### src/logic/sfn_consts.svh
// offsets, field positions, reset values and timing counts of the emission scheduler
`ifndef SFN_CONSTS_SVH
`define SFN_CONSTS_SVH
`define SFN_CLK_NS 50
`define SFN_TICK_NS 100
`define SFN_ONE_S_NS 1000000000
`define SFN_TICKS_PER_S (`SFN_ONE_S_NS / `SFN_TICK_NS)
`define SFN_TS_MAX 24'h98967F
`define SFN_TS_NONE 24'hFFFFFF
`define SFN_PKT_LAST 8'hBB
`define SFN_PID_HI_BYTE 8'h01
`define SFN_PID_LO_BYTE 8'h02
`define SFN_TS_BYTE 8'h04
`define SFN_DLY_BYTE 8'h07
`define SFN_FN_BYTE 8'h0A
`define SFN_FN_BIT_A 1
`define SFN_FN_BIT_B 0
`define SFN_REG_CTRL 5'h00
`define SFN_REG_PID 5'h04
`define SFN_REG_PROC 5'h08
`define SFN_REG_STATUS 5'h0C
`define SFN_REG_TARGET 5'h10
`define SFN_REG_TIME 5'h14
`define SFN_REG_HYB 5'h18
`define SFN_CTRL_EN 0
`define SFN_CTRL_FNCHK 1
`define SFN_ST_ARMED 0
`define SFN_ST_HOLD 1
`define SFN_ST_MARKER 2
`define SFN_ST_RANGE 3
`define SFN_ST_INTERVAL 4
`define SFN_ST_HYBRID 5
`define SFN_CTRL_RST 2'h0
`define SFN_PID_RST 13'h0000
`define SFN_PROC_RST 24'h000000
`define SFN_HYB_RST 24'h000000
`endif

### src/logic/sfn_pkg.sv
// types of the emission scheduler
package sfn_pkg;
   typedef enum logic [1:0] {
      ST_PASS = 2'b00,
      ST_ARMED = 2'b01,
      ST_HOLD = 2'b10
   } sched_e;
   typedef logic [23:0] ticks_t;
endpackage

### src/logic/sfn_link_if.sv
// carrier between the sync packet parser, the time base and the scheduler core
`timescale 1ns/1ns
interface sfn_link_if;
   logic [12:0] pid_sel;
   logic fields_valid;
   sfn_pkg::ticks_t time_stamp;
   sfn_pkg::ticks_t max_delay;
   logic [1:0] frame_num;
   sfn_pkg::ticks_t local_time;
   logic tick;
   modport parser (input pid_sel, output fields_valid, output time_stamp, output max_delay,
      output frame_num);
   modport timebase (output local_time, output tick);
   modport core (output pid_sel, input fields_valid, input time_stamp, input max_delay,
      input frame_num, input local_time, input tick);
endinterface

### src/logic/sfn_time_base.sv
// local 100 ns counter locked to the pulse per second and the 10 MHz reference
`timescale 1ns/1ns
`include "sfn_consts.svh"
module sfn_time_base #(
   parameter logic [24:0] TICKS_PER_S = 25'(`SFN_TICKS_PER_S)
) (
   // clock and reset
   input wire logic mclk,
   input wire logic rst_n,
   // references
   input wire logic pps,
   input wire logic ref_10m,
   // to core
   sfn_link_if.timebase lnk
);
   logic pps_q;
   logic ref_q;
   logic tick_q;
   sfn_pkg::ticks_t cnt_q;
   logic pps_edge;
   logic ref_edge;
   localparam sfn_pkg::ticks_t LAST = 24'(TICKS_PER_S - 25'h0000001);

   assign pps_edge = pps & ~pps_q;
   assign ref_edge = ref_10m & ~ref_q;

   always_ff @(posedge mclk or negedge rst_n)
   begin
      if (!rst_n)
      begin
         pps_q <= 1'b0;
         ref_q <= 1'b0;
      end
      else
      begin
         pps_q <= pps;
         ref_q <= ref_10m;
      end
   end

   // pps restarts the second, each reference edge is one tick
   always_ff @(posedge mclk or negedge rst_n)
   begin
      if (!rst_n)
         cnt_q <= 24'h000000;
      else if (pps_edge)
         cnt_q <= 24'h000000;
      else if (ref_edge)
         cnt_q <= (cnt_q >= LAST) ? 24'h000000 : cnt_q + 24'h000001;
   end

   always_ff @(posedge mclk or negedge rst_n)
   begin
      if (!rst_n)
         tick_q <= 1'b0;
      else
         tick_q <= ref_edge | pps_edge;
   end

   assign lnk.local_time = cnt_q;
   assign lnk.tick = tick_q;
endmodule // sfn_time_base

### src/logic/sfn_sync_parser.sv
// picks the sync packet out of the transport stream and captures its time fields
`timescale 1ns/1ns
`include "sfn_consts.svh"
module sfn_sync_parser (
   // clock and reset
   input wire logic mclk,
   input wire logic rst_n,
   // accepted stream bytes
   input wire logic byte_valid,
   input wire logic [7:0] byte_data,
   input wire logic byte_sop,
   // to core
   sfn_link_if.parser lnk
);
   logic [7:0] idx_q;
   logic [7:0] idx;
   logic [4:0] pid_hi_q;
   logic match_q;
   logic done_q;
   sfn_pkg::ticks_t ts_q;
   sfn_pkg::ticks_t dly_q;
   logic [1:0] fn_q;

   assign idx = byte_sop ? 8'h00 : idx_q;

   always_ff @(posedge mclk or negedge rst_n)
   begin
      if (!rst_n)
         idx_q <= 8'h00;
      else if (byte_valid)
         idx_q <= idx + 8'h01;
   end

   // known identifier selects the sync packet
   always_ff @(posedge mclk or negedge rst_n)
   begin
      if (!rst_n)
      begin
         pid_hi_q <= 5'h00;
         match_q <= 1'b0;
      end
      else if (byte_valid)
      begin
         if (byte_sop)
            match_q <= 1'b0;
         if (idx == `SFN_PID_HI_BYTE)
            pid_hi_q <= byte_data[4:0];
         if (idx == `SFN_PID_LO_BYTE)
            match_q <= ({pid_hi_q, byte_data} == lnk.pid_sel);
      end
   end

   always_ff @(posedge mclk or negedge rst_n)
   begin
      if (!rst_n)
      begin
         ts_q <= 24'h000000;
         dly_q <= 24'h000000;
         fn_q <= 2'h0;
      end
      else if (byte_valid && match_q)
      begin
         if (idx >= `SFN_TS_BYTE && idx < `SFN_TS_BYTE + 8'h03)
            ts_q <= {ts_q[15:0], byte_data};
         if (idx >= `SFN_DLY_BYTE && idx < `SFN_DLY_BYTE + 8'h03)
            dly_q <= {dly_q[15:0], byte_data};
         if (idx == `SFN_FN_BYTE)
            fn_q <= {byte_data[`SFN_FN_BIT_A], byte_data[`SFN_FN_BIT_B]};
      end
   end

   always_ff @(posedge mclk or negedge rst_n)
   begin
      if (!rst_n)
         done_q <= 1'b0;
      else
         done_q <= byte_valid && match_q && (idx == `SFN_PKT_LAST);
   end

   assign lnk.fields_valid = done_q;
   assign lnk.time_stamp = ts_q;
   assign lnk.max_delay = dly_q;
   assign lnk.frame_num = fn_q;
endmodule // sfn_sync_parser

### src/logic/sfn_frame_emission_scheduler.sv
// frame emission scheduler: holds the frame after each accepted sync stamp until the local time reaches its stamped instant
`timescale 1ns/1ns
`include "sfn_consts.svh"
//
// Contract
// - Emission time counts 100 ns ticks and never exceeds 0x98967F, one second.
// - With several frames per superframe, only the stamp of frame number 0 aligns.
// - No compensation is made for time interleaver latency; its shortest tap is zero.
// - A stamp other than 0xFFFFFF sets the superframe marker bit in that superframe.
// - The sync packet is found by identifier, its fields added, frame M+1 held until then.
// - The emission instant is advanced by the own processing delay, not interleaver delay.
// - Local time comes from the pulse per second and the 10 MHz reference.
// - Without SFN, the offset to the satellite frame stays within 5 % of a frame.
// - Frames repeat at less than one second.
module sfn_frame_emission_scheduler #(
   parameter logic [24:0] TICKS_PER_S = 25'(`SFN_TICKS_PER_S)
) (
   // clock and reset
   input wire logic mclk,
   input wire logic rst_n,
   // timing references
   input wire logic pps,
   input wire logic ref_10m,
   input wire logic sat_frame_start,
   input wire logic superframe_start,
   // transport stream in
   input wire logic ts_valid,
   input wire logic [7:0] ts_data,
   input wire logic ts_sop,
   input wire logic ts_sof,
   output logic ts_ready,
   // stream to interleaver
   output logic il_valid,
   output logic [7:0] il_data,
   output logic il_sop,
   output logic il_sof,
   output logic emit_pulse,
   output logic superframe_marker_bit,
   // avalon-mm slave
   input wire logic [4:0] avs_address,
   input wire logic avs_read,
   input wire logic avs_write,
   input wire logic [31:0] avs_writedata,
   output logic [31:0] avs_readdata,
   output logic avs_waitrequest
);
   logic rst_s1_q;
   logic rst_s2_q;
   logic rst_i;
   sfn_link_if lnk();
   sfn_pkg::sched_e st_q;
   sfn_pkg::ticks_t emit_q;
   logic [1:0] ctrl_q;
   logic [12:0] pid_q;
   sfn_pkg::ticks_t proc_q;
   sfn_pkg::ticks_t hyb_q;
   logic marker_q;
   logic range_err_q;
   logic intv_err_q;
   logic hyb_err_q;
   logic ack_q;
   logic [31:0] rdata_q;
   logic il_valid_q;
   logic [7:0] il_data_q;
   logic il_sop_q;
   logic il_sof_q;
   logic emit_q_p;
   sfn_pkg::ticks_t intv_q;
   sfn_pkg::ticks_t since_q;
   sfn_pkg::ticks_t period_q;
   logic accept;
   logic due;
   logic release_now;
   logic stamp_ok;
   logic [24:0] sum;
   logic [24:0] wrapped;
   logic [24:0] advanced;
   logic wr;
   logic clr_range;
   logic clr_intv;
   logic clr_hyb;
   localparam sfn_pkg::ticks_t ONE_S = 24'(TICKS_PER_S);

   // reset release through two flops
   always_ff @(posedge mclk or negedge rst_n)
   begin
      if (!rst_n)
      begin
         rst_s1_q <= 1'b0;
         rst_s2_q <= 1'b0;
      end
      else
      begin
         rst_s1_q <= 1'b1;
         rst_s2_q <= rst_s1_q;
      end
   end
   assign rst_i = rst_s2_q;

   sfn_time_base #(
      .TICKS_PER_S(TICKS_PER_S)
   ) u_time (
      .mclk(mclk),
      .rst_n(rst_i),
      .pps(pps),
      .ref_10m(ref_10m),
      .lnk(lnk.timebase)
   );

   sfn_sync_parser u_parse (
      .mclk(mclk),
      .rst_n(rst_i),
      .byte_valid(accept),
      .byte_data(ts_data),
      .byte_sop(ts_sop),
      .lnk(lnk.parser)
   );

   assign lnk.pid_sel = pid_q;

   // emission instant: stamp plus offset, wrapped at one second, less own delay
   assign sum = {1'b0, lnk.time_stamp} + {1'b0, lnk.max_delay};
   assign wrapped = (sum >= TICKS_PER_S) ? sum - TICKS_PER_S : sum;
   // interleaver latency is deliberately left out of the advance
   assign advanced = (wrapped >= {1'b0, proc_q}) ? wrapped - {1'b0, proc_q} :
      wrapped + TICKS_PER_S - {1'b0, proc_q};
   assign stamp_ok = (lnk.time_stamp <= `SFN_TS_MAX) && (lnk.max_delay <= `SFN_TS_MAX);

   assign due = lnk.tick && (lnk.local_time == emit_q);
   assign release_now = (st_q == sfn_pkg::ST_HOLD) && due;
   // next frame start stalls the source until its instant
   assign ts_ready = !((st_q == sfn_pkg::ST_ARMED) && ts_sof) &&
      !((st_q == sfn_pkg::ST_HOLD) && !due);
   assign accept = ts_valid && ts_ready;

   always_ff @(posedge mclk or negedge rst_i)
   begin
      if (!rst_i)
      begin
         st_q <= sfn_pkg::ST_PASS;
         emit_q <= 24'h000000;
      end
      else if (!ctrl_q[`SFN_CTRL_EN])
         st_q <= sfn_pkg::ST_PASS;
      else
      begin
         unique case (st_q)
            sfn_pkg::ST_PASS,
            sfn_pkg::ST_ARMED:
            begin
               if (st_q == sfn_pkg::ST_ARMED && ts_valid && ts_sof)
                  st_q <= sfn_pkg::ST_HOLD;
               else if (lnk.fields_valid && lnk.time_stamp != `SFN_TS_NONE && stamp_ok &&
                  (!ctrl_q[`SFN_CTRL_FNCHK] || lnk.frame_num == 2'h0))
               begin
                  st_q <= sfn_pkg::ST_ARMED;
                  emit_q <= advanced[23:0];
               end
            end
            sfn_pkg::ST_HOLD:
            begin
               if (due)
                  st_q <= sfn_pkg::ST_PASS;
            end
            default:
               st_q <= sfn_pkg::ST_PASS;
         endcase
      end
   end

   // output register towards the interleaver
   always_ff @(posedge mclk or negedge rst_i)
   begin
      if (!rst_i)
      begin
         il_valid_q <= 1'b0;
         il_data_q <= 8'h00;
         il_sop_q <= 1'b0;
         il_sof_q <= 1'b0;
         emit_q_p <= 1'b0;
      end
      else
      begin
         il_valid_q <= accept;
         il_data_q <= accept ? ts_data : il_data_q;
         il_sop_q <= accept && ts_sop;
         il_sof_q <= accept && ts_sof;
         emit_q_p <= release_now;
      end
   end

   // marker raised by any stamp other than 0xFFFFFF, even out of range, dropped at the next superframe
   always_ff @(posedge mclk or negedge rst_i)
   begin
      if (!rst_i)
         marker_q <= 1'b0;
      else if (lnk.fields_valid && lnk.time_stamp != `SFN_TS_NONE)
         marker_q <= 1'b1;
      else if (superframe_start)
         marker_q <= 1'b0;
   end

   // ticks between frame starts must stay under one second
   always_ff @(posedge mclk or negedge rst_i)
   begin
      if (!rst_i)
         intv_q <= 24'h000000;
      else if (accept && ts_sof)
         intv_q <= 24'h000000;
      else if (lnk.tick && intv_q < ONE_S)
         intv_q <= intv_q + 24'h000001;
   end

   // offset from own emission to satellite frame start
   always_ff @(posedge mclk or negedge rst_i)
   begin
      if (!rst_i)
      begin
         since_q <= 24'h000000;
         period_q <= 24'h000000;
      end
      else if (release_now)
      begin
         since_q <= 24'h000000;
         period_q <= since_q;
      end
      else if (lnk.tick && since_q != 24'hFFFFFF)
         since_q <= since_q + 24'h000001;
   end

   // sticky errors, set wins over software clear
   assign wr = avs_write && ack_q;
   assign clr_range = wr && avs_address == `SFN_REG_STATUS && avs_writedata[`SFN_ST_RANGE];
   assign clr_intv = wr && avs_address == `SFN_REG_STATUS && avs_writedata[`SFN_ST_INTERVAL];
   assign clr_hyb = wr && avs_address == `SFN_REG_STATUS && avs_writedata[`SFN_ST_HYBRID];

   always_ff @(posedge mclk or negedge rst_i)
   begin
      if (!rst_i)
      begin
         range_err_q <= 1'b0;
         intv_err_q <= 1'b0;
         hyb_err_q <= 1'b0;
      end
      else
      begin
         if (lnk.fields_valid && lnk.time_stamp != `SFN_TS_NONE && !stamp_ok)
            range_err_q <= 1'b1;
         else if (clr_range)
            range_err_q <= 1'b0;
         if (lnk.tick && intv_q == ONE_S - 24'h000001)
            intv_err_q <= 1'b1;
         else if (clr_intv)
            intv_err_q <= 1'b0;
         if (sat_frame_start && since_q > hyb_q &&
            {1'b0, since_q} + {1'b0, hyb_q} < {1'b0, period_q})
            hyb_err_q <= 1'b1;
         else if (clr_hyb)
            hyb_err_q <= 1'b0;
      end
   end

   // register writes
   always_ff @(posedge mclk or negedge rst_i)
   begin
      if (!rst_i)
      begin
         ctrl_q <= `SFN_CTRL_RST;
         pid_q <= `SFN_PID_RST;
         proc_q <= `SFN_PROC_RST;
         hyb_q <= `SFN_HYB_RST;
      end
      else if (wr)
      begin
         unique case (avs_address)
            `SFN_REG_CTRL: ctrl_q <= avs_writedata[1:0];
            `SFN_REG_PID: pid_q <= avs_writedata[12:0];
            `SFN_REG_PROC: proc_q <= avs_writedata[23:0];
            `SFN_REG_HYB: hyb_q <= avs_writedata[23:0];
            default: ;
         endcase
      end
   end

   // one wait cycle per access, read data captured on the first cycle
   always_ff @(posedge mclk or negedge rst_i)
   begin
      if (!rst_i)
      begin
         ack_q <= 1'b0;
         rdata_q <= 32'h00000000;
      end
      else
      begin
         ack_q <= (avs_read || avs_write) && !ack_q;
         if (avs_read && !ack_q)
         begin
            unique case (avs_address)
               `SFN_REG_CTRL: rdata_q <= {30'h00000000, ctrl_q};
               `SFN_REG_PID: rdata_q <= {19'h00000, pid_q};
               `SFN_REG_PROC: rdata_q <= {8'h00, proc_q};
               `SFN_REG_STATUS: rdata_q <= {26'h0000000, hyb_err_q, intv_err_q, range_err_q,
                  marker_q, st_q == sfn_pkg::ST_HOLD, st_q == sfn_pkg::ST_ARMED};
               `SFN_REG_TARGET: rdata_q <= {8'h00, emit_q};
               `SFN_REG_TIME: rdata_q <= {8'h00, lnk.local_time};
               `SFN_REG_HYB: rdata_q <= {8'h00, hyb_q};
               default: rdata_q <= 32'h00000000;
            endcase
         end
      end
   end

   assign avs_waitrequest = (avs_read || avs_write) && !ack_q;
   assign avs_readdata = rdata_q;
   assign il_valid = il_valid_q;
   assign il_data = il_data_q;
   assign il_sop = il_sop_q;
   assign il_sof = il_sof_q;
   assign emit_pulse = emit_q_p;
   assign superframe_marker_bit = marker_q;
endmodule // sfn_frame_emission_scheduler

### config.mk
export PLATFORM = sky130hd
export DESIGN_NAME = sfn_frame_emission_scheduler
export DESIGN_NICKNAME = d
export VERILOG_FILES = /design/src/logic/sfn_pkg.sv /design/src/logic/sfn_link_if.sv /design/src/logic/sfn_time_base.sv /design/src/logic/sfn_sync_parser.sv /design/src/logic/sfn_frame_emission_scheduler.sv
export VERILOG_INCLUDE_DIRS = /design/src /design/src/logic
export SDC_FILE = /design/constraint.sdc
export NUM_CORES = 1
export LEC_CHECK = 0
export BUFFER_PORTS_ARGS = -buffer_cell sky130_fd_sc_hd__buf_2
export CAP_MARGIN = 15
export CORE_MARGIN = 4
export CORE_UTILIZATION = 60
export CTS_BUF_LIST = sky130_fd_sc_hd__clkbuf_4 sky130_fd_sc_hd__clkbuf_8
export CTS_CLUSTER_SIZE = 12
export DETAILED_ROUTE_END_ITERATION = 16
export HOLD_SLACK_MARGIN = 0.08
export PLACE_DENSITY = 0.79
export SYNTH_ARGS = -nofsm -noshare
export SYNTH_HDL_FRONTEND = slang
export SYNTH_SLANG_ARGS = --single-unit
export TNS_END_PERCENT = 50
### constraint.sdc
create_clock -name mclk -period 13.7 [get_ports mclk]
set_clock_uncertainty 0.05 [all_clocks]
set_input_delay 1.37 -clock mclk [delete_from_list [all_inputs] [get_ports mclk]]
set_output_delay 1.37 -clock mclk [all_outputs]
set_load 0.01 [all_outputs]
==> run summary, run 1 <==
Die Span X -> 193 um
Critical R2R Launch -> u_parse.lnk.time_stamp[0]
Seq/Total Area, Yosys -> 0.359
minimum clock period -> 8.17 ns
vias in the first global route -> 16.9k
GR Util All Layers -> 0.292
setup repair after global routing missed its margin -> no
htree depth -> 2
DR DRC count -> 0
Initial Util -> 0.612
Worst Path Arrival -> 8.64 ns
crit end category -> flip-flop
largest family of logic cells by synthesized area -> compound AO/OA/AOI/OAI gates
vias per cell -> 6.20
Cell Area, Synth -> 20,600 sq um
Row Count -> 67
gr ovfl total -> 0
Adder-Cell Fraction of Synth Area -> 0.111
FILL cells -> 2,772
DR vias -> 17.5k
Reg area -> 7410 sq um
crit share post-route -> 0.597
Synth top area share -> 0.359
asr flop ratio synth -> 1.00
Die Area -> 37,400 sq um
most frequent cells in the layout -> dfrtp_1, nand2_1, o21ai_0
worst-margin pin slew -> 1.10 ns
Ports -> 103
flops & latches, synth -> 296
pwr dens -> 114 nW/um^2
total power -> 2.56 mW
Yosys cell types -> 97
Mapped Avg Cell Area -> 9.08 sq um
Slew Viols, Final -> 0
final instance area -> 22,500 sq um
dpl cell area -> 21,300 sq um
clk sinks -> 296
Post-synth top flop -> dfrtp_1
initial antenna violation count -> 0
DIE HEIGHT -> 193 um
Post-Synth Simple-Gate Area -> 0.161
Area contributors post-synth -> dfrtp_1, ha_1, o21ai_0, xnor2_1, mux2_2
DRT Pass-1 Iters -> 5
Multi-input gate area -> 12,300 sq um
post-synthesis instance total -> 2,272
CTS tree -> built
XOR/XNOR share of the synthesized area -> 0.0743
Hold Crit Start -> rst_s1_q
Ys Warns -> 0
Clock Path Buffers -> 3
Core Region -> 33,700 sq um
clk root buf -> clkbuf_8
post-synth top area cell -> dfrtp_1
Antenna diodes -> 0
Worst-Skew Late Latency -> 0.66 ns
Max Clock Freq -> 0.122 GHz
CP Data Required Time -> 14.17 ns
first-pass GRT wire length -> 89.6 mm
Final Hold Vio Count -> 0
post-synthesis mux area share -> 0.0576
Post-CTS Setup Inserts -> 0
max-cap violations -> 0
Final Routed Wirelength -> 56.0 mm
Setup-failing EPs final -> 0
placed insts -> 2,732
average routed wire per standard cell -> 19.8 um
Final #Nets -> 2,566
GP Congestion -> 0.926
Post-synth EDFFs -> 0
setup TNS -> 0 ns
Pleak -> 10.7 nW
Iter 0 DRT Violations -> 1,512
cts bufs inserted -> 52
CP Max Fanout -> 14
Hold Path Class -> flip-flop to flip-flop
outcome -> complete, no violations
crit path from -> u_parse.lnk.time_stamp[0]
CTS resizes -> 0
layout cells sized above 1 -> 0.140
WS Path Type -> flip-flop to flip-flop
leading cell type in the layout, fill and taps excluded -> dfrtp_1
worst vdd ir -> 0.133 mV
Compound-Gate Fraction of Synth Area -> 0.189
startpoint types -> flip-flop
ANT nets after route -> 0
largest net degree at the start of global routing -> 84
Worst slew margin -> 0.262
clock-pin transition on the worst setup and hold timing paths -> 0.06 ns
DP HPWL -> 42.1 mm
Post-Layout Cell Count -> 2,821
synth-to-layout area growth -> 9.22%
IO buf count -> 86
CTS Hold Buffers Added -> 0
Final Util -> 0.668
-- worst max-delay path: stages, from the launching register on --
cell	delay (ns)
dfrtp_1	0.42
ha_1	0.27
fa_1	0.46
a211oi_2	0.30
o211a_4	0.25
nor2_1	0.06
o311ai_2	0.54
o32ai_1	0.25
a211oi_1	0.35
o21ai_1	0.14
and2b_1	0.21
o21ai_1	0.74
nand2_1	0.29
mux2i_1	0.32
ha_1	0.19
inv_1	0.05
fa_1	0.50
o21a_1	0.22
o211ai_1	0.23
and4b_1	0.25
o31ai_1	0.29
a21boi_0	0.18
o211a_1	0.27
o21a_1	0.19
o21a_1	0.19
o41ai_1	0.34
xnor2_1	0.13
a221o_1	0.35
-- registers in the layout, indices dropped and copies added, names as in the netlist, 24 cells and up --
| name | count |
|---|---|
| intv_q | 24 |
| u_time.lnk.local_time | 24 |
| since_q | 24 |
| u_parse.lnk.max_delay | 24 |
| hyb_q | 24 |
| u_parse.lnk.time_stamp | 24 |
| proc_q | 24 |
| avs_readdata | 24 |
| period_q | 24 |
| emit_q | 24 |
-- area by class of cell --
cell class | count | area share
clock buffers | 67 | 0.0387
repair buffers | 105 | 0.0254
multi-input cells | 1744 | 0.545
clock inverters | 22 | 0.0137
flip-flops and latches | 296 | 0.329
well taps | 448 | 0.0249
inverters | 139 | 0.0232
-- routing by layer --
layer / track usage / share of wire / vias up
met4: 0.103 / 0.033 / 0
met3: 0.0497 / 0.073 / 119
li1: - / - / 8206
met1: 0.415 / 0.44 / 8509
met2: 0.454 / 0.45 / 649
met5: 0 / 0 / -
-- cell usage after synthesis (7+ instances only) --
| master | count |
|---|---|
| mux2_2 | 81 |
| and4_1 | 9 |
| a21boi_0 | 11 |
| mux2i_1 | 23 |
| o221ai_1 | 8 |
| o21ai_1 | 9 |
| or3_1 | 22 |
| buf_2 | 7 |
| o21ai_0 | 203 |
| a21o_1 | 26 |
| nor2_1 | 169 |
| a211oi_1 | 9 |
| and3_1 | 22 |
| nor4_1 | 19 |
| nand2_1 | 227 |
| a31oi_1 | 17 |
| ha_1 | 155 |
| nand2b_1 | 21 |
| inv_1 | 138 |
| nor3_1 | 39 |
| a22oi_1 | 20 |
| a21oi_1 | 113 |
| or2_2 | 8 |
| a22o_1 | 8 |
| xor2_1 | 63 |
| fa_1 | 17 |
| clkbuf_1 | 75 |
| buf_4 | 11 |
| nand3_1 | 43 |
| o21bai_1 | 18 |
| nor2b_1 | 14 |
| a221oi_1 | 9 |
| dfrtp_1 | 296 |
| o21a_1 | 23 |
| o211ai_1 | 17 |
| nand4_1 | 54 |
| xnor2_1 | 112 |
| o22ai_1 | 12 |
| a221o_1 | 11 |
| and2_1 | 11 |
| o31ai_1 | 13 |
-- through the flow --
step	setup slack, ns	hold WS (ns)
3_3_place_gp	5.80	0.291
2_1_floorplan	4.79	0.281
6_report	5.53	0.314
5_1_grt	4.84	0.326
4_1_cts	5.61	0.315
3_5_place_dp	5.65	0.287
-- path summary, 6_finish.rpt --
check / end / slack, ns / cells after the start
max: emit_q[23] / 5.53 / 27
min: rst_i / 0.31 / 0
max reg2reg: emit_q[23] / 5.53 / 27
min reg2reg: rst_i / 0.31 / 0
max in group asynchronous: period_q[20] / 11.58 / 1
min in group asynchronous: rst_s1_q / 0.44 / 1
-- cells by family (layout without fill, tap and decap cells) --
family | count (synthesis) | count (layout)
AOI/OAI and AO/OA | 594 | 594
xor gates and xnor gates | 175 | 175
adders and majority gates | 172 | 172
buffers and inverters | 239 | 333
DFF | 296 | 296
muxes | 106 | 106
other | 2 | 9
and+or+nand+nor | 688 | 688
-- power by group --
part	leakage [nW]	switching [mW]	total, mW	internal [mW]
combinational	6.31	0.357	0.607	0.251
sequential	3.76	0.0796	1.02	0.937
clock	0.620	0.388	0.939	0.550
Note: power is estimated with default switching activity, not from simulation.
==> run 2: changes to the inputs <==
clock period = 8 ns   (was 13.7 ns; I/O delays follow)
==> run 2 against run 1 <==
Net effect:
- hold slack got worse by 0.058 ns
- sequential power rose by 71%
- die area did not move
- non-clock buffer count rose by 4
- via count rose by 0.15%
==> run summary, run 2 (synthesis results as in run 1) <==
Critical R2R Launch -> u_parse.lnk.time_stamp[0] (unchanged)
worst-margin pin slew -> 1.10 ns (about the same)
R2R depth -> 28 (was 27)
CP peak stage delay -> 0.49 ns (was 0.74 ns)
CP Max Fanout -> 6 (was 14)
clk sinks -> 296 (unchanged)
crit end category -> flip-flop (unchanged)
CP Data Required Time -> 8.45 ns (was 14.17 ns)
vias in the first global route -> 16.7k (was 16.9k)
FILL cells -> 2,727 (was 2,772)
most frequent cells in the layout -> dfrtp_1, nand2_1, o21ai_0 (unchanged)
Final Hold Vio Count -> 0 (unchanged)
DR DRC count -> 0 (unchanged)
GR Util All Layers -> 0.285 (was 0.292)
setup ws final -> 0.396 ns (was 5.53 ns)
DRT Pass-1 Iters -> 5 (unchanged)
Ports -> 103 (unchanged)
DR vias -> 17.5k (about the same)
Final Util -> 0.671 (was 0.668)
crit share post-route -> 0.950 (was 0.597)
average routed wire per standard cell -> 19.3 um (was 19.8 um)
max-cap violations -> 0 (unchanged)
vias per cell -> 6.18 (was 6.20)
clk root buf -> clkbuf_8 (unchanged)
Row Count -> 67 (unchanged)
largest net degree at the start of global routing -> 79 (was 84)
Die Span X -> 193 um (unchanged)
gr ovfl total -> 0 (unchanged)
Iter 0 DRT Violations -> 1,458 (was 1,512)
R2R Path End -> emit_q[23] (unchanged)
Worst slew margin -> 0.265 (was 0.262)
Max Clock Freq -> 0.132 GHz (was 0.122 GHz)
Setup-failing EPs final -> 0 (unchanged)
Final Routed Wirelength -> 54.8 mm (was 56.0 mm)
DP HPWL -> 41.7 mm (was 42.1 mm)
minimum clock period -> 7.60 ns (was 8.17 ns)
first-pass GRT wire length -> 88.0 mm (was 89.6 mm)
Worst Path Arrival -> 8.05 ns (was 8.64 ns)
cts bufs inserted -> 52 (unchanged)
Initial Util -> 0.612 (unchanged)
synth-to-layout area growth -> 9.60% (was 9.22%)
crit path max-delay cell type -> fa_1 (was o21ai_1)
DIE HEIGHT -> 193 um (unchanged)
setup repair after global routing missed its margin -> no (unchanged)
clock-pin transition on the worst setup and hold timing paths -> 0.06 ns (about the same)
worst vdd ir -> 0.164 mV (was 0.133 mV)
layout cells sized above 1 -> 0.144 (was 0.140)
Die Area -> 37,400 sq um (unchanged)
ANT nets after route -> 0 (unchanged)
htree depth -> 2 (unchanged)
outcome -> complete, no violations (unchanged)
setup TNS -> 0 ns (unchanged)
Hold Crit Start -> ref_10m (was rst_s1_q)
Clock Path Buffers -> 3 (unchanged)
R2R Setup Slk -> 0.40 ns (was 5.53 ns)
Slew Viols, Final -> 0 (unchanged)
Hold Path Sink -> u_time.ref_q (was rst_i)
Post-CTS Setup Inserts -> 0 (unchanged)
leading cell type in the layout, fill and taps excluded -> dfrtp_1 (unchanged)
Core Region -> 33,700 sq um (unchanged)
startpoint types -> flip-flop (unchanged)
Setup WS pre-CTS -> 0.483 ns (was 5.65 ns)
WS Path Type -> flip-flop to flip-flop (unchanged)
worst hold slack -> 0.256 ns (was 0.314 ns)
initial antenna violation count -> 0 (unchanged)
Hold Path Class -> input pin to flip-flop (was flip-flop to flip-flop)
pwr dens -> 194 nW/um^2 (was 114 nW/um^2)
cell depth of the worst hold path -> 1 (was 0)
Pleak -> 10.7 nW (about the same)
Antenna diodes -> 0 (unchanged)
GP Congestion -> 0.954 (was 0.926)
Worst-Skew Late Latency -> 0.62 ns (was 0.66 ns)
CTS tree -> built (unchanged)
IO buf count -> 86 (unchanged)
total power -> 4.38 mW (was 2.56 mW)
Final #Nets -> 2,570 (was 2,566)
-- run 2: cell count changes in the layout (fill, tap and decap cells not counted), sizes merged --
cell         before  now
clkbuf           67   85
clkinv           13    6
buf             105  108
bufinv            7    4
clkinvlp          1    2
dlygate4sd3       0    1
inv             140  139
-- run 2: timing repair --
action,in CTS,in global routing
hold buffers,1,0
gates resized for setup,0,1
hold endpoints to repair,2,0
setup endpoints to repair,0,1
-- run 2: through the flow --
stage	instances	area, sq um
floorplan	2279	20600
global placement	2734	21400
detailed placement	2734	21400
CTS	2832	22600
global route	2833	22600
finish	2833	22600
-- run 2: worst max path at each step --
stage | cells after the start | end | from | slack (ns)
detailed placement | 27 | emit_q[23] | u_parse.lnk.time_stamp[0] | 0.48
CTS | 27 | emit_q[23] | u_parse.lnk.time_stamp[0] | 0.42
finish | 28 | emit_q[23] | u_parse.lnk.time_stamp[0] | 0.40
floorplan | 28 | emit_q[23] | u_parse.lnk.time_stamp[0] | 1.23
global route | 28 | emit_q[23] | u_parse.lnk.time_stamp[0] | 0.01
global placement | 27 | emit_q[23] | u_parse.lnk.time_stamp[0] | 0.66
-- run 2: per-layer routing --
layer | GRT usage | vias to the layer above | share of wire
met5 | 0 | - | 0
met4 | 0.102 | 0 | 0.034
met3 | 0.0590 | 114 | 0.077
met2 | 0.440 | 674 | 0.45
met1 | 0.401 | 8495 | 0.44
li1 | - | 8226 | -
-- run 2: critical path: cells and delay by family (launching register included) --
kind	cells	cell delay [ns]
compound gates	16	4.06
fa+ha+maj	5	1.60
simple gates	4	0.88
flops	1	0.42
mux	1	0.30
xor+xnor	1	0.13
buf+inv	1	0.05
-- run 2: cell type report --
class,count,area [sq um],area share
clock buffers,85,1040,0.0462
multi-input cells,1744,12300,0.544
well taps,448,561,0.0248
repair buffers,109,609,0.0270
clock inverters,12,169,0.00747
inverters,139,522,0.0231
flip-flops and latches,296,7410,0.328
-- run 2: power by group --
group          total, mW  internal [mW]  switching (mW)
registers           1.74           1.61           0.134
logic               1.04          0.429           0.615
clock network       1.60          0.955           0.646
